==> src/design/rfspc_pkg.sv <==
// Constants, types and the register map of the self-programming controller.
// Assumes a 100 MHz system clock and word-addressed flash of 64K words.
package rfspc_pkg;

  // ****************************************************************
  // Sizes and timing.
  // ****************************************************************
  localparam int unsigned ADDR_W = 16;
  localparam int unsigned DATA_W = 8;
  localparam int unsigned REG_ADDR_W = 4;
  localparam int unsigned CLK_PERIOD_NS = 10;
  localparam int unsigned TICK_NS = 1000;
  localparam int unsigned TICK_CYC = (TICK_NS + CLK_PERIOD_NS - 1) / CLK_PERIOD_NS;
  localparam int unsigned PROG_TIME_US = 4500;
  localparam int unsigned US_CNT_W = 20;

  // ****************************************************************
  // Flash regions.
  // ****************************************************************
  localparam logic [ADDR_W-1:0] HALT_START = 16'hf000;
  localparam logic [ADDR_W-1:0] LDR_START_3 = 16'hfe00;
  localparam logic [ADDR_W-1:0] LDR_START_2 = 16'hfc00;
  localparam logic [ADDR_W-1:0] LDR_START_1 = 16'hf800;
  localparam logic [ADDR_W-1:0] LDR_START_0 = 16'hf000;
  localparam logic [1:0] FUSE_RESET = 2'h3;
  localparam logic [1:0] LOCK_RESET = 2'h3;
  localparam int unsigned LOCK_WR_BIT = 0;

  // ****************************************************************
  // Register map and fields.
  // ****************************************************************
  localparam logic [REG_ADDR_W-1:0] REG_CTRL = 4'h0;
  localparam logic [REG_ADDR_W-1:0] REG_STATUS = 4'h1;
  localparam logic [REG_ADDR_W-1:0] REG_IRQ_STAT = 4'h2;
  localparam logic [REG_ADDR_W-1:0] REG_IRQ_MASK = 4'h3;
  localparam int unsigned CTRL_CLR_BUSY = 0;
  localparam int unsigned ST_BUSY = 0;
  localparam int unsigned ST_HALT = 1;
  localparam int unsigned ST_ACTIVE = 2;
  localparam int unsigned EV_DONE = 0;
  localparam int unsigned EV_IGNORED = 1;
  localparam int unsigned EV_REFUSED = 2;
  localparam int unsigned EV_VIOL = 3;
  localparam int unsigned EV_N = 4;
  localparam logic [EV_N-1:0] MASK_RESET = 4'h0;

  // ****************************************************************
  // Types.
  // ****************************************************************
  typedef enum logic [0:0] {OP_ERASE = 1'h0, OP_WRITE = 1'h1} rfspc_op_e;
  typedef enum logic [2:0] {
    ST_IDLE = 3'h1,
    ST_CONC = 3'h2,
    ST_STALL = 3'h4
  } rfspc_state_e;

endpackage

==> src/design/rfspc_dec_if.sv <==
// Interface between the controller and its region decoder.
// Assumes both ends sit in the same clock domain.
`timescale 1ns/1ps
interface rfspc_dec_if;
  logic [1:0] size_fuses;
  logic [1:0] app_lock;
  logic [1:0] ldr_lock;
  logic [rfspc_pkg::ADDR_W-1:0] pc_addr;
  logic [rfspc_pkg::ADDR_W-1:0] page_addr;
  logic [rfspc_pkg::ADDR_W-1:0] fetch_addr;
  logic pc_in_loader;
  logic page_in_halting;
  logic page_locked;
  logic fetch_in_conc;
  modport dec (
    input size_fuses, app_lock, ldr_lock, pc_addr, page_addr, fetch_addr,
    output pc_in_loader, page_in_halting, page_locked, fetch_in_conc
  );
  modport ctl (
    output size_fuses, app_lock, ldr_lock, pc_addr, page_addr, fetch_addr,
    input pc_in_loader, page_in_halting, page_locked, fetch_in_conc
  );
endinterface

==> src/design/rfspc_sync.sv <==
// Two-flop synchroniser for static pin levels.
// Assumes the inputs change rarely and each bit may settle on its own.
`timescale 1ns/1ps
module rfspc_sync #(
  parameter int unsigned WIDTH = 6,
  parameter logic [WIDTH-1:0] RESET_VAL = '1
) (
  // Clock and reset.
  input wire logic clock,
  input wire logic rst_b,
  // Levels.
  input wire logic [WIDTH-1:0] async_in,
  output logic [WIDTH-1:0] sync_out
);
  logic [WIDTH-1:0] meta_r;
  logic [WIDTH-1:0] sync_r;

  // ****************************************************************
  // One two-flop chain per bit.
  // ****************************************************************
  for (genvar i = 0; i < WIDTH; i++) begin : g_bit
    always_ff @(posedge clock) begin
      if (!rst_b) begin
        meta_r[i] <= RESET_VAL[i];
        sync_r[i] <= RESET_VAL[i];
      end else begin
        meta_r[i] <= async_in[i];
        sync_r[i] <= meta_r[i];
      end
    end
  end

  assign sync_out = sync_r;
endmodule

==> src/design/rfspc_region_decode.sv <==
// Region decoder: loader bounds from the fuses, fixed halting boundary, locks.
// Assumes word addresses and static fuse and lock inputs.
`timescale 1ns/1ps
module rfspc_region_decode (
  // Decoder side of the carrier.
  rfspc_dec_if.dec d
);
  logic [rfspc_pkg::ADDR_W-1:0] ldr_start;
  logic page_in_loader;

  // ****************************************************************
  // Loader start from the size fuses.
  // ****************************************************************
  always_comb begin
    case (d.size_fuses)
      2'h3: ldr_start = rfspc_pkg::LDR_START_3;
      2'h2: ldr_start = rfspc_pkg::LDR_START_2;
      2'h1: ldr_start = rfspc_pkg::LDR_START_1;
      default: ldr_start = rfspc_pkg::LDR_START_0;
    endcase
  end

  // ****************************************************************
  // Classification.
  // ****************************************************************
  assign d.pc_in_loader = d.pc_addr >= ldr_start;
  assign page_in_loader = d.page_addr >= ldr_start;
  assign d.page_in_halting = d.page_addr >= rfspc_pkg::HALT_START;
  assign d.fetch_in_conc = d.fetch_addr < rfspc_pkg::HALT_START;
  // Pair 1/0 and 0/0 both leave the write bit programmed.
  assign d.page_locked = page_in_loader ?
    !d.ldr_lock[rfspc_pkg::LOCK_WR_BIT] : !d.app_lock[rfspc_pkg::LOCK_WR_BIT];
endmodule

==> src/design/rww_flash_self_program_control.sv <==
// Top of the flash self-programming controller.
// Assumes the CPU issues one-cycle store requests on this clock and that
// fuses and lock sets arrive as pins from outside the clock domain.
//
// Our own choices: the plain strobed port and the register addresses.
`timescale 1ns/1ps
module rww_flash_self_program_control #(
  parameter int unsigned PROG_TIME_US = rfspc_pkg::PROG_TIME_US
) (
  // Clock and reset.
  input wire logic clock,
  input wire logic rst_b,
  // Register port.
  input wire logic [rfspc_pkg::REG_ADDR_W-1:0] reg_addr,
  input wire logic [rfspc_pkg::DATA_W-1:0] reg_wdata,
  input wire logic reg_wr,
  input wire logic reg_rd,
  output logic [rfspc_pkg::DATA_W-1:0] reg_rdata,
  // Program store requests from the CPU.
  input wire logic store_req,
  input wire rfspc_pkg::rfspc_op_e store_kind,
  input wire logic [rfspc_pkg::ADDR_W-1:0] store_pc,
  input wire logic [rfspc_pkg::ADDR_W-1:0] store_page,
  // Instruction fetch check.
  input wire logic fetch_req,
  input wire logic [rfspc_pkg::ADDR_W-1:0] fetch_addr,
  output logic fetch_grant,
  output logic fetch_deny,
  // Fuse and lock pins.
  input wire logic [1:0] loader_size_fuses,
  input wire logic [1:0] application_lock_set,
  input wire logic [1:0] loader_lock_set,
  // Flash array and CPU control.
  output logic flash_start,
  output logic flash_erase,
  output logic [rfspc_pkg::ADDR_W-1:0] flash_page,
  output logic cpu_halt,
  output logic concurrent_region_busy_flag,
  // Interrupt.
  output logic irq
);

  // ****************************************************************
  // Declarations.
  // ****************************************************************
  localparam logic [5:0] PIN_RESET = {rfspc_pkg::FUSE_RESET, rfspc_pkg::LOCK_RESET,
                                      rfspc_pkg::LOCK_RESET};
  localparam logic [7:0] TICK_LAST = 8'(rfspc_pkg::TICK_CYC - 1);
  localparam logic [rfspc_pkg::US_CNT_W-1:0] US_LAST =
    rfspc_pkg::US_CNT_W'(PROG_TIME_US - 1);

  rfspc_pkg::rfspc_state_e state_r;
  logic [5:0] pins_sync;
  logic [7:0] tick_cnt_r;
  logic tick_en;
  logic [rfspc_pkg::US_CNT_W-1:0] us_cnt_r;
  logic prog_done;
  logic idle;
  logic start_ok;
  logic start_conc;
  logic ev_ignored;
  logic ev_refused;
  logic ev_viol;
  logic conc_blocked;
  logic clr_busy;
  logic busy_r;
  logic halt_r;
  logic start_r;
  logic erase_r;
  logic [rfspc_pkg::ADDR_W-1:0] page_r;
  logic grant_r;
  logic deny_r;
  logic [rfspc_pkg::EV_N-1:0] events;
  logic [rfspc_pkg::EV_N-1:0] irq_stat_r;
  logic [rfspc_pkg::EV_N-1:0] irq_stat_nxt;
  logic [rfspc_pkg::EV_N-1:0] irq_mask_r;
  logic irq_r;
  logic [rfspc_pkg::DATA_W-1:0] rdata_r;
  logic [rfspc_pkg::DATA_W-1:0] rdata_nxt;

  rfspc_dec_if dec_if ();

  // ****************************************************************
  // Pin synchronisers and region decoder.
  // ****************************************************************
  rfspc_sync #(
    .WIDTH(6),
    .RESET_VAL(PIN_RESET)
  ) u_sync (
    .clock(clock),
    .rst_b(rst_b),
    .async_in({loader_size_fuses, application_lock_set, loader_lock_set}),
    .sync_out(pins_sync)
  );

  assign dec_if.size_fuses = pins_sync[5:4];
  assign dec_if.app_lock = pins_sync[3:2];
  assign dec_if.ldr_lock = pins_sync[1:0];
  assign dec_if.pc_addr = store_pc;
  assign dec_if.page_addr = store_page;
  assign dec_if.fetch_addr = fetch_addr;

  rfspc_region_decode u_dec (
    .d(dec_if.dec)
  );

  // ****************************************************************
  // Request qualification.
  // ****************************************************************
  assign idle = state_r == rfspc_pkg::ST_IDLE;
  assign ev_ignored = store_req && !dec_if.pc_in_loader;
  assign start_ok = store_req && dec_if.pc_in_loader && idle && !dec_if.page_locked;
  assign ev_refused = store_req && dec_if.pc_in_loader && !start_ok;
  assign start_conc = start_ok && !dec_if.page_in_halting;
  assign clr_busy = reg_wr && reg_addr == rfspc_pkg::REG_CTRL &&
                    reg_wdata[rfspc_pkg::CTRL_CLR_BUSY] && idle;

  // ****************************************************************
  // Microsecond divider and operation timer.
  // ****************************************************************
  always_ff @(posedge clock) begin
    if (!rst_b || idle) begin
      tick_cnt_r <= 8'h00;
    end else if (tick_cnt_r == TICK_LAST) begin
      tick_cnt_r <= 8'h00;
    end else begin
      tick_cnt_r <= tick_cnt_r + 8'h01;
    end
  end

  assign tick_en = !idle && tick_cnt_r == TICK_LAST;
  assign prog_done = tick_en && us_cnt_r == US_LAST;

  always_ff @(posedge clock) begin
    if (!rst_b || idle) begin
      us_cnt_r <= '0;
    end else if (tick_en) begin
      us_cnt_r <= us_cnt_r + rfspc_pkg::US_CNT_W'(1);
    end
  end

  // ****************************************************************
  // Operation state machine.
  // ****************************************************************
  always_ff @(posedge clock) begin
    if (!rst_b) begin
      state_r <= rfspc_pkg::ST_IDLE;
    end else begin
      case (state_r)
        rfspc_pkg::ST_IDLE: begin
          if (start_conc) begin
            state_r <= rfspc_pkg::ST_CONC;
          end else if (start_ok) begin
            state_r <= rfspc_pkg::ST_STALL;
          end
        end
        rfspc_pkg::ST_CONC, rfspc_pkg::ST_STALL: begin
          if (prog_done) begin
            state_r <= rfspc_pkg::ST_IDLE;
          end
        end
        default: begin
          state_r <= rfspc_pkg::ST_IDLE;
        end
      endcase
    end
  end

  // ****************************************************************
  // CPU halt for halting-region pages.
  // ****************************************************************
  always_ff @(posedge clock) begin
    if (!rst_b) begin
      halt_r <= 1'b0;
    end else if (start_ok && dec_if.page_in_halting) begin
      halt_r <= 1'b1;
    end else if (prog_done) begin
      halt_r <= 1'b0;
    end
  end

  // ****************************************************************
  // Flash array command.
  // ****************************************************************
  always_ff @(posedge clock) begin
    if (!rst_b) begin
      start_r <= 1'b0;
      erase_r <= 1'b0;
      page_r <= '0;
    end else begin
      start_r <= start_ok;
      if (start_ok) begin
        erase_r <= store_kind == rfspc_pkg::OP_ERASE;
        page_r <= store_page;
      end
    end
  end

  // ****************************************************************
  // Concurrent-read region busy flag.
  // ****************************************************************
  always_ff @(posedge clock) begin
    if (!rst_b) begin
      busy_r <= 1'b0;
    end else if (start_conc) begin
      busy_r <= 1'b1;
    end else if (clr_busy) begin
      busy_r <= 1'b0;
    end
  end

  assign conc_blocked = busy_r || start_conc;

  // ****************************************************************
  // Instruction fetch check.
  // ****************************************************************
  assign ev_viol = fetch_req && dec_if.fetch_in_conc && conc_blocked;

  always_ff @(posedge clock) begin
    if (!rst_b) begin
      grant_r <= 1'b0;
      deny_r <= 1'b0;
    end else begin
      grant_r <= fetch_req && !halt_r && !ev_viol;
      deny_r <= fetch_req && (halt_r || ev_viol);
    end
  end

  // ****************************************************************
  // Interrupt status, mask and output.
  // ****************************************************************
  always_comb begin
    events = '0;
    events[rfspc_pkg::EV_DONE] = prog_done;
    events[rfspc_pkg::EV_IGNORED] = ev_ignored;
    events[rfspc_pkg::EV_REFUSED] = ev_refused;
    events[rfspc_pkg::EV_VIOL] = ev_viol;
    irq_stat_nxt = irq_stat_r;
    if (reg_rd && reg_addr == rfspc_pkg::REG_IRQ_STAT) begin
      irq_stat_nxt = '0;
    end
    irq_stat_nxt = irq_stat_nxt | events;
  end

  always_ff @(posedge clock) begin
    if (!rst_b) begin
      irq_stat_r <= '0;
    end else begin
      irq_stat_r <= irq_stat_nxt;
    end
  end

  always_ff @(posedge clock) begin
    if (!rst_b) begin
      irq_mask_r <= rfspc_pkg::MASK_RESET;
    end else if (reg_wr && reg_addr == rfspc_pkg::REG_IRQ_MASK) begin
      irq_mask_r <= reg_wdata[rfspc_pkg::EV_N-1:0];
    end
  end

  always_ff @(posedge clock) begin
    if (!rst_b) begin
      irq_r <= 1'b0;
    end else begin
      irq_r <= |(irq_stat_nxt & irq_mask_r);
    end
  end

  // ****************************************************************
  // Register read port.
  // ****************************************************************
  always_comb begin
    rdata_nxt = '0;
    if (!reg_rd) begin
      rdata_nxt = '0;
    end else if (reg_addr == rfspc_pkg::REG_STATUS) begin
      rdata_nxt[rfspc_pkg::ST_BUSY] = busy_r;
      rdata_nxt[rfspc_pkg::ST_HALT] = halt_r;
      rdata_nxt[rfspc_pkg::ST_ACTIVE] = !idle;
    end else if (reg_addr == rfspc_pkg::REG_IRQ_STAT) begin
      rdata_nxt[rfspc_pkg::EV_N-1:0] = irq_stat_r;
    end else if (reg_addr == rfspc_pkg::REG_IRQ_MASK) begin
      rdata_nxt[rfspc_pkg::EV_N-1:0] = irq_mask_r;
    end
  end

  always_ff @(posedge clock) begin
    if (!rst_b) begin
      rdata_r <= '0;
    end else begin
      rdata_r <= rdata_nxt;
    end
  end

  // ****************************************************************
  // Outputs.
  // ****************************************************************
  assign reg_rdata = rdata_r;
  assign fetch_grant = grant_r;
  assign fetch_deny = deny_r;
  assign flash_start = start_r;
  assign flash_erase = erase_r;
  assign flash_page = page_r;
  assign cpu_halt = halt_r;
  assign concurrent_region_busy_flag = busy_r;
  assign irq = irq_r;

endmodule

==> config.mk <==
export PLATFORM = sky130hd
export DESIGN_NAME = rww_flash_self_program_control
export DESIGN_NICKNAME = d
export VERILOG_FILES = /design/src/design/rfspc_pkg.sv /design/src/design/rfspc_dec_if.sv /design/src/design/rfspc_sync.sv /design/src/design/rfspc_region_decode.sv /design/src/design/rww_flash_self_program_control.sv
export SDC_FILE = /design/constraint.sdc
export NUM_CORES = 1
export LEC_CHECK = 0
export ABC_AREA = 1
export CAP_MARGIN = 20
export CORE_MARGIN = 1
export CORE_UTILIZATION = 45
export CTS_CLUSTER_SIZE = 24
export DETAILED_ROUTE_END_ITERATION = 12
export DONT_BUFFER_PORTS = 1
export GPL_ROUTABILITY_DRIVEN = 0
export HOLD_SLACK_MARGIN = 0.12
export PLACE_DENSITY = 0.69
export SYNTH_ARGS = -nofsm -noshare
export SYNTH_HDL_FRONTEND = slang
export SYNTH_SLANG_ARGS = --single-unit
==> constraint.sdc <==
create_clock -name clock -period 2.1 [get_ports clock]
set_input_delay 0.21 -clock clock [delete_from_list [all_inputs] [get_ports clock]]
set_output_delay 0.21 -clock clock [all_outputs]
set_load 0.05 [all_outputs]
# Word level (Yosys, flattened, before mapping)
# Cells that the tools add are included.
dict set report totals {
  input_bits 73
  register_bits 78
}
dict set report classes {
  magnitude_cmp 4
  reduce_logical 41
  eq_ne 13
  n_bitwise 5
  addsub 2
  muxes 14
}
# operator count
set op_table {}
lappend op_table {{$pmux W12 S3} 1}
lappend op_table {{$ge A16 B16 Y1} 2}
lappend op_table {{$add A20 B1 Y20 const B} 1}
lappend op_table {{$eq A20 B13 Y1 const B} 1}
lappend op_table {{$logic_and A1 B1 Y1} 19}
lappend op_table {{$ge A16 B16 Y1 const B} 1}
lappend op_table {{$lt A16 B16 Y1 const B} 1}
lappend op_table {{$mux W3} 4}
lappend op_table {{$mux W4} 3}
lappend op_table {{$logic_not A1 Y1} 10}
lappend op_table {{$add A8 B1 Y8 const B} 1}
lappend op_table {{$eq A4 B2 Y1 const B} 2}
lappend op_table {{$eq A8 B7 Y1 const B} 1}
lappend op_table {{$pmux W3 S2} 1}
lappend op_table {{$mux W1} 5}
lappend op_table {{$and A4 B4 Y4} 1}
lappend op_table {{$eq A2 B2 Y1 const B} 2}
lappend op_table {{$eq A4 B1 Y1 const B} 1}
lappend op_table {{$logic_not A4 Y1} 1}
lappend op_table {{$or A4 B4 Y4} 1}
lappend op_table {{$reduce_and A2 Y1} 2}
lappend op_table {{$reduce_bool A2 Y1} 2}
lappend op_table {{$reduce_or A2 Y1} 2}
lappend op_table {{$reduce_or A4 Y1} 1}
lappend op_table {{9 further kinds} 13}

# Logic depth before layout (Yosys ltp)
# Gate-level depths: netlist of run 1.
dict set report logic_depth {
  ltp_word 12
  mapped_depth 18
  depth_no_buf 18
}

# Hierarchy
# A second synthesis of run 1 with hierarchy kept.
dict set report unflattened {
  cells_unflattened 533
  hier_area_um2 3669.8
}
# module area_each_um2 n_inst cells_each
set modules_own_cells {}
lappend modules_own_cells {rww_flash_self_program_control 3024.2 1 435}
lappend modules_own_cells {rfspc_sync 341.6 1 37}
lappend modules_own_cells {rfspc_region_decode 304.0 1 61}

# Worst setup path before layout of run 1
# Ideal clock, no wire load.
dict set report synth_timing {
  path_type {flip-flop to flip-flop}
  from {register u_sync.sync_r[5], in the netlist u_sync.sync_out[5]}
  to {register page_r, in the netlist flash_page[10]}
  setup_slack_ns 0.364
  n_path_buf 1
  path_stages_with_launch 15
  period_less_slack_ns 1.736
  t_required_ns 1.984
  arrival_ns 1.620
  cell_sequence {dfxtp_1 -> nor2_1 -> ha_1 -> nand2_1 -> inv_1 -> nand2_1 -> nor2_1 -> nand2_1 -> nand2_1 -> nand2_1 -> nor2_4 -> nand2_4 -> clkbuf_2 -> o21ai_0 -> nor2_1}
}
dict set report synth_between {
  elab_chain_len 6
  word_cells_on_any_way 11
  classes_between {2 x order compare; 3 x eq/ne; 2 x mux; 4 x reduce/logical}
}
# item line
set synth_lines {}
lappend synth_lines {{start, declared} rfspc_sync.sv:16} ;# logic [WIDTH-1:0] sync_r;
lappend synth_lines {{start signal, assigned by index} rfspc_sync.sv:25} ;# sync_r[i] <= RESET_VAL[i];
lappend synth_lines {{start signal, assigned by index} rfspc_sync.sv:28} ;# sync_r[i] <= meta_r[i];
lappend synth_lines {{$eq A2 B1 Y1 / $eq A2 B2 Y1 (equally long branches)} rfspc_region_decode.sv:15} ;# case (d.size_fuses)
lappend synth_lines {{$pmux W12 S3 (*)} rfspc_region_decode.sv:15}
lappend synth_lines {{$ge A16 B16 Y1, on equally long branches} {rfspc_region_decode.sv:27, rfspc_region_decode.sv:26}}
lappend synth_lines {{$mux W1 / $logic_and A1 B1 Y1 (equally long branches)} {rfspc_region_decode.sv:31, rww_flash_self_program_control.sv:112}}
lappend synth_lines {{$logic_not A1 Y1 / $logic_and A1 B1 Y1 (equally long branches)} rww_flash_self_program_control.sv:112} ;# assign start_ok = store_req && dec_if.pc_in_loader && idle && !dec_if.page_locked;
lappend synth_lines {{$logic_and A1 B1 Y1 (*)} rww_flash_self_program_control.sv:112}
lappend synth_lines {{end signal, assigned} rww_flash_self_program_control.sv:194} ;# page_r <= store_page;
lappend synth_lines {{end, declared} rww_flash_self_program_control.sv:70} ;# logic [rfspc_pkg::ADDR_W-1:0] page_r;
# Mark *: on every way between the ends. The rest lies on a longest branch, timed or not.
# A chain may end at the register's enable or synchronous reset.

# Worst setup path in the final report of run 1
dict set report layout_timing {
  from {input rst_b}
  to {register rdata_r, in the netlist reg_rdata[3]}
}
dict set report layout_between {
  elab_chain_len 2
}
# item line
set layout_lines {}
lappend layout_lines {{start, declared} rww_flash_self_program_control.sv:12} ;# input wire logic rst_b,
lappend layout_lines {{$not A1 Y1 (no line)} n/a}
lappend layout_lines {{$reduce_or A3 Y1 (no line)} n/a}
lappend layout_lines {{end signal, assigned} rww_flash_self_program_control.sv:291} ;# rdata_r <= rdata_nxt;
lappend layout_lines {{end, declared} rww_flash_self_program_control.sv:78} ;# logic [rfspc_pkg::DATA_W-1:0] rdata_r;
# No other way between the ends.

==> qor.csv, run 1 <==
stage;metric;value;unit
logic_synthesis;mux contribution to synthesized area;0;%
logic_synthesis;largest family of logic cells by synthesized area;simple AND/OR/NAND/NOR gates;
sta;Max Clock Freq;0.515;GHz
logic_synthesis;Synth area leader;dfxtp_1;
worst_hold_path;Hold Crit Class;input port to flip-flop;
placement;Port Buffers;0;
cells_and_area;final instance area;4220;sq um
cells_and_area;Layout Cells excl Fill;648;
die;Die Height;91.3;microns
cells_and_area;area delta synth->final;17.7;%
die;die footprint;8330;sq um
drt;Vias;3252;
placement;placed cells;602;
logic_synthesis;Area contributors post-synth;dfxtp_1 (41%), nand2_1 (9.8%), nor2_1 (7.5%);
logic_synthesis;syn_area_per_cell;7.17;sq um
drt;WL/cell;11.9;microns
sta;Slew headroom;36.6;%
logic_synthesis;Post-Synth XOR/XNOR Area;2.44;%
global_routing;largest net degree at the start of global routing;29;
power_and_ir_drop;VDD IR max;0.000337;V
logic_synthesis;Yosys warning count;0;
clock_network;Skew-Pair Late Insertion Delay;0.35;ns
cells_and_area;fillcell total;724;
clock_network;Setup Fix Bufs, Post-CTS;0;
drt;vias per cell;5.02;
drt;initial drt markers;132;
drt;Post-DRT Antenna Nets;0;
placement;Post-DP HPWL;5.50;mm
drt;Post-route DRC;0;
die;total core area;7730;sq um
critical_path;critical path data required time;2.40;ns
cells_and_area;Final Util;54.6;%
cells_and_area;diode count;0;
power_and_ir_drop;PwrDens;618;nW/um^2
die;Initial Utilization;46.4;%
logic_synthesis;Syn Inst Count;500;
clock_network;clock sinks;74;
sta;worst clock skew;0.0123;ns
sta;final worst-path cycle share;92.5;%
sta;endpoints failing hold;0;
logic_synthesis;area share of and/or/nand/nor cells after synthesis;31.8;%
critical_path;critical path data arrival time;2.24;ns
logic_synthesis;post-synthesis adder-cell area fraction;2.79;%
clock_network;clk buf depth;2;
sta;Period minus WS final;1.94;ns
global_routing;first-pass GRT wire length;13.2;mm
sta;Slew Limit Fails;0;
global_routing;initial antenna violation count;0;
logic_synthesis;sequential area share after synthesis;41.3;%
global_routing;Overflow after GRT;0;
clock_network;clock slew at the register clock pins of the worst setup and hold paths;0.08;ns
die;Die Span X;91.3;microns
logic_synthesis;Post-Syn Area;3590;sq um
global_routing;Overall Global Routing Usage;19.6;%
logic_synthesis;synthesized flop and latch total;74;
power_and_ir_drop;P_leak;1.74;nW
status;status;finished clean;
logic_synthesis;Synth top area share;41.3;%
critical_path;crit path kind;input port to flip-flop;
drt;Pre-antenna DRT Iters;4;
cells_and_area;commonest cells after routing, fill and taps aside;nand2_1 (90), dfxtp_1 (73), nor2_1 (71), inv_1 (71), a21oi_1 (36);
critical_path;Worst setup SP type;input port;
critical_path;Worst Setup End Kind;flip-flop;
cells_and_area;most common cell after layout, fill and taps aside;nand2_1;
cells_and_area;fin nets;622;
job;max-cap viol count;0;
logic_synthesis;compound-gate portion of the synthesized area;11.1;%
sta;Worst Tran Pin Value;0.947;ns
die;# IOs;104;
cells_and_area;fraction of layout cells with a size suffix above 1;12.8;%
drt;Post-Route WL;7.73;mm
critical_path;Max FO, Critical Path;28;
clock_network;htree depth;3;
sta;Final setup viols;0;
die;# rows;32;
logic_synthesis;post-synthesis cell type count;40;
placement;Cell Area, Placed;3710;sq um
clock_network;Root Driver;clkbuf_8;
clock_network;CTS tree;done;
clock_network;total CTS buffers;9;
global_routing;vias in the first global route;3104;
[where the power goes]
| part | leakage [nW] | internal (mW) | switching [mW] | total [mW] |
|---|---|---|---|---|
| Sequential | 0.598 | 1.42 | 0.0186 | 1.44 |
| Clock | 0.0924 | 0.492 | 0.525 | 1.02 |
| Combinational | 1.05 | 0.0715 | 0.0862 | 0.158 |
[repair_timing]
action,in CTS,in global routing
resized for setup,0,15
endpoints found under the hold margin,36,0
endpoints found under the setup margin,0,26
hold buffers,30,0
[metrics by stage]
stage / setup WS, ns / setup TNS (ns) / power, mW / hold slack [ns]
after floorplan: 0.364 / 0 / 1.57 / 0.300
after global placement: 0.0852 / 0 / 1.57 / 0.296
after detailed placement: 0.0697 / 0 / 1.57 / 0.297
after CTS: 0.0350 / 0 / 2.63 / 0.150
after global routing: -0.0134 / -0.0240 / 2.71 / 0.149
final: 0.156 / 0 / 2.61 / 0.128
[worst paths after layout]
kind	slack, ns	startpoint	endpoint	depth (start not counted)
max	0.16	rst_b	reg_rdata[3]	4
min	0.13	fetch_req	fetch_deny	4
max reg2reg	0.17	u_sync.sync_out[5]	flash_page[7]	15
min reg2reg	0.42	u_sync.meta_r[4]	u_sync.sync_out[4]	1
[cell usage after synthesis, drive strengths merged]
library cell / instances
o211ai: 1
buf: 10
clkbuf: 3
nand3: 17
clkinv: 1
a31oi: 1
o22ai: 4
nor2: 77
nand3b: 2
nand4: 13
nor4: 1
inv: 76
nor3: 16
xor2: 8
conb: 1
and3: 1
ha: 8
or2: 10
a41oi: 1
xnor2: 2
dfxtp: 74
o21ai: 33
a21oi: 36
nor3b: 2
nand2: 102
[registers in the layout, indices dropped and copies added (netlist names), 3 cells and up]
name	count
irq_stat_r	4
flash_page	16
reg_rdata	4
u_sync.sync_out	4
irq_mask_r	4
us_cnt_r	20
tick_cnt_r	8
state_r	3
u_sync.meta_r	4
[routing by layer]
metal / routed length (microns) / GRT usage [%] / share of wire, %
met1: 3510 / 24.2 / 45
met5: 0 / 0 / 0
met3: 397 / 5.61 / 5.1
met4: 114 / 7.80 / 1.5
met2: 3710 / 32.1 / 48
[layout make-up]
cell class                      count  area [sq um]  area share [%]
Clock buffer                       12           155            3.68
Tap cell                          102           128            3.02
Timing Repair Buffer               40           379            8.98
Inverter                           77           298            7.06
Multi-Input combinational cell    339          1750            41.5
Clock inverter                      4          26.3           0.623
Sequential cell                    74          1480            35.1
[worst max-delay path, cell delays in order]
cell and delay, ns:
dlygate4sd3_1 1.16, nand2_1 0.16, a21oi_1 0.15, dlygate4sd3_1 0.55
[logic make-up (layout without fill, tap and decap cells)]
group | count (synthesis) | after routing
compound gates | 76 | 76
xor+xnor | 10 | 10
fa+ha+maj | 8 | 8
buf+inv | 90 | 133
flops | 74 | 74
other cells | 1 | 4
simple gates | 241 | 241
Note: power is estimated with default switching activity, not from simulation.
==> run 2, diff against run 1 <==
Settings changed: ABC_AREA 1 to default.
==> qor.csv, run 2 <==
stage;metric;value;unit
logic_synthesis;mux contribution to synthesized area;2.48;%
logic_synthesis;number of synthesized flops with an enable pin;0;
drt;vias per cell;5.56;
drt;Post-Route WL;9.13;mm
die;# rows;30;
logic_synthesis;Syn Inst Count;376;
logic_synthesis;area share of and/or/nand/nor cells after synthesis;28.5;%
drt;Post-route DRC;0;
logic_synthesis;post-synthesis adder-cell area fraction;3.06;%
logic_synthesis;synthesized flop and latch total;74;
die;Die Span X;87.3;microns
sta;Period minus WS final;2.35;ns
sta;final worst-path cycle share;112;%
cells_and_area;area delta synth->final;39.3;%
logic_synthesis;Commonest cells post-synth;dfxtp_1 (74), nor2_1 (46), nand3_1 (35), nand2_1 (32), o21ai_0 (23);
placement;placed cells;477;
logic_synthesis;Post-Synth XOR/XNOR Area;5.62;%
sta;Final WS setup;-0.253;ns
global_routing;vias in the first global route;2886;
cells_and_area;max reg flops;20;
critical_path;critical path data arrival time;2.64;ns
clock_network;CTS tree;done;
global_routing;initial antenna violation count;0;
critical_path;crit path kind;flip-flop to flip-flop;
sta;Slew headroom;57.6;%
status;failing checks;negative hold slack, negative setup slack;
job;max-cap viol count;0;
logic_synthesis;post-synthesis cell type count;55;
sta;endpoints failing hold;3;
power_and_ir_drop;VDD IR max;0.000304;V
logic_synthesis;compound-gate portion of the synthesized area;10.7;%
drt;Top Metal Used;met4;
die;die footprint;7620;sq um
critical_path;Worst setup SP type;flip-flop;
logic_synthesis;asr flop ratio synth;0;%
cells_and_area;Multi-input gate area;1890;sq um
drt;DR WL met3;544;microns
logic_synthesis;largest family of logic cells by synthesized area;simple AND/OR/NAND/NOR gates;
sta;RSZ-0062 raised after global routing;yes;
sta;Worst Hold Margin;-0.0375;ns
cells_and_area;Most flops, register;us_cnt_r;
cells_and_area;fin nets;530;
logic_synthesis;most frequent cell after synthesis;dfxtp_1;
cells_and_area;most common cell after layout, fill and taps aside;dfxtp_1;
logic_synthesis;syn_area_per_cell;8.71;sq um
cells_and_area;commonest cells after routing, fill and taps aside;dfxtp_1 (70), dlygate4sd3_1 (47), nor2_1 (44), nand2_1 (31), buf_4 (23);
drt;Pre-antenna DRT Iters;5;
drt;Vias;3057;
critical_path;critical path data required time;2.39;ns
cells_and_area;fraction of layout cells with a size suffix above 1;20.9;%
cells_and_area;Layout Cells excl Fill;550;
sta;Final setup viols;24;
logic_synthesis;Area contributors post-synth;dfxtp_1 (45%), nand3_1 (5.3%), nor2_1 (5.3%);
power_and_ir_drop;P_leak;1.62;nW
placement;Port Buffers;0;
critical_path;Worst Setup End Kind;flip-flop;
sta;Setup TNS Final;-4.19;ns
logic_synthesis;Synth top area share;45.2;%
global_routing;first-pass GRT wire length;12.9;mm
drt;met1 WL;3.59;mm
clock_network;Root Driver;clkbuf_8;
status;status;finished, violations left;
die;Initial Utilization;47.4;%
global_routing;Overflow after GRT;0;
placement;Post-DP HPWL;4.76;mm
sta;worst clock skew;0.0114;ns
logic_synthesis;ys flop type;dfxtp_1;
clock_network;Skew-Pair Late Insertion Delay;0.36;ns
sta;Worst Tran Pin Value;0.635;ns
cells_and_area;Register Area;1490;sq um
drt;Post-DRT Antenna Nets;0;
worst_hold_path;Hold Crit Class;input port to flip-flop;
clock_network;htree depth;3;
logic_synthesis;Yosys warning count;0;
die;Die Height;87.3;microns
cells_and_area;diode count;0;
die;total core area;6910;sq um
worst_hold_path;Hold Path Depth;1;
critical_path;worst reg2reg path depth;10;
global_routing;largest net degree at the start of global routing;49;
clock_network;clk buf depth;2;
global_routing;Overall Global Routing Usage;22.1;%
die;# IOs;104;
clock_network;clock slew at the register clock pins of the worst setup and hold paths;0.08;ns
clock_network;total CTS buffers;9;
power_and_ir_drop;Power, Total;3.15;mW
power_and_ir_drop;PwrDens;690;nW/um^2
sta;Slew Limit Fails;0;
critical_path;Max FO, Critical Path;6;
logic_synthesis;sequential area share after synthesis;45.2;%
drt;WL/cell;16.6;microns
logic_synthesis;Synth area leader;dfxtp_1;
clock_network;clock sinks;74;
drt;initial drt markers;191;
logic_synthesis;Post-Syn Area;3270;sq um
drt;Routed met2 length;4.63;mm
sta;Max Clock Freq;0.425;GHz
cells_and_area;fillcell total;523;
==> run 2: cell types whose count changed in the layout (fill, tap and decap cells not counted), sizes merged, moves of 18 or more <==
cell   previous run  this run
buf              10        30
inv              76        14
nand3            17        35
a21oi            36        14
nand2           102        32
nor2             77        46
==> run 2: layout make-up <==
class / instances / area share [%]
timing repair buffer: 77 / 15.8
multi-input combinational: 273 / 41.5
clock inverter: 4 / 2.63
inverter: 14 / 1.15
clock buffer: 12 / 3.62
tap: 96 / 2.63
sequential: 74 / 32.6
==> run 2: logic make-up (layout without fill, tap and decap cells) <==
family / Yosys count / count (layout)
other cells: 1 / 4
compound gates: 57 / 57
flops: 74 / 74
buf+inv: 32 / 107
fa+ha+maj: 8 / 8
mux: 8 / 8
xor+xnor: 21 / 21
simple gates: 175 / 175
==> run 2: what timing repair did <==
item,4_1_cts,5_1_grt
hold endpoints to repair,38,21
pin swaps,16,10
endpoints found under the setup margin,24,31
cloned,4,0
buffers inserted,2,5
resized for setup,38,28
hold buffers,39,8
==> run 2: worst paths after layout <==
check | startpoint | slack [ns] | to
max | u_sync.sync_out[5] | -0.25 | flash_page[14]
min | rst_b | -0.04 | state_r[0]
max reg2reg | u_sync.sync_out[5] | -0.25 | flash_page[14]
min reg2reg | irq_stat_r[1] | 0.48 | reg_rdata[1]
==> run 2: critical path, cell delays in order, from the launching register on <==
cell and delay (ns):
dfxtp_2 0.37, nor2_2 0.05, ha_1 0.32, nor4b_4 0.27, nand3_1 0.14, a211o_1 0.34
a211oi_4 0.28, buf_6 0.17, buf_6 0.13, nand3_1 0.12, o21ai_2 0.09
==> run 2: power by group <==
part	switching, mW	leakage (nW)	internal (mW)
sequential	0.0179	0.599	1.42
clock	0.530	0.143	1.01
combinational	0.0804	0.878	0.0958
total	0.628	1.62	2.52
==> run 2: metal layers <==
metal | GRT usage [%] | vias to the layer above
met5 | 0 | -
met4 | 14.6 | 0
met3 | 5.78 | 36
met2 | 37.6 | 129
met1 | 24.3 | 1443
li1 | - | 1449
==> run 2: per-stage QoR <==
| step | utilization [%] | setup slack (ns) | hold slack, ns | instance area, sq um |
|---|---|---|---|---|
| finish | 66.0 | -0.253 | -0.0375 | 4560 |
| global route | 66.0 | -0.380 | -0.0509 | 4560 |
| CTS | 62.9 | -0.0938 | -0.0518 | 4350 |
| detailed placement | 50.6 | -0.147 | 0.299 | 3490 |
| global placement | 50.6 | -0.103 | 0.294 | 3490 |
| floorplan | - | -0.0209 | 0.306 | 3320 |
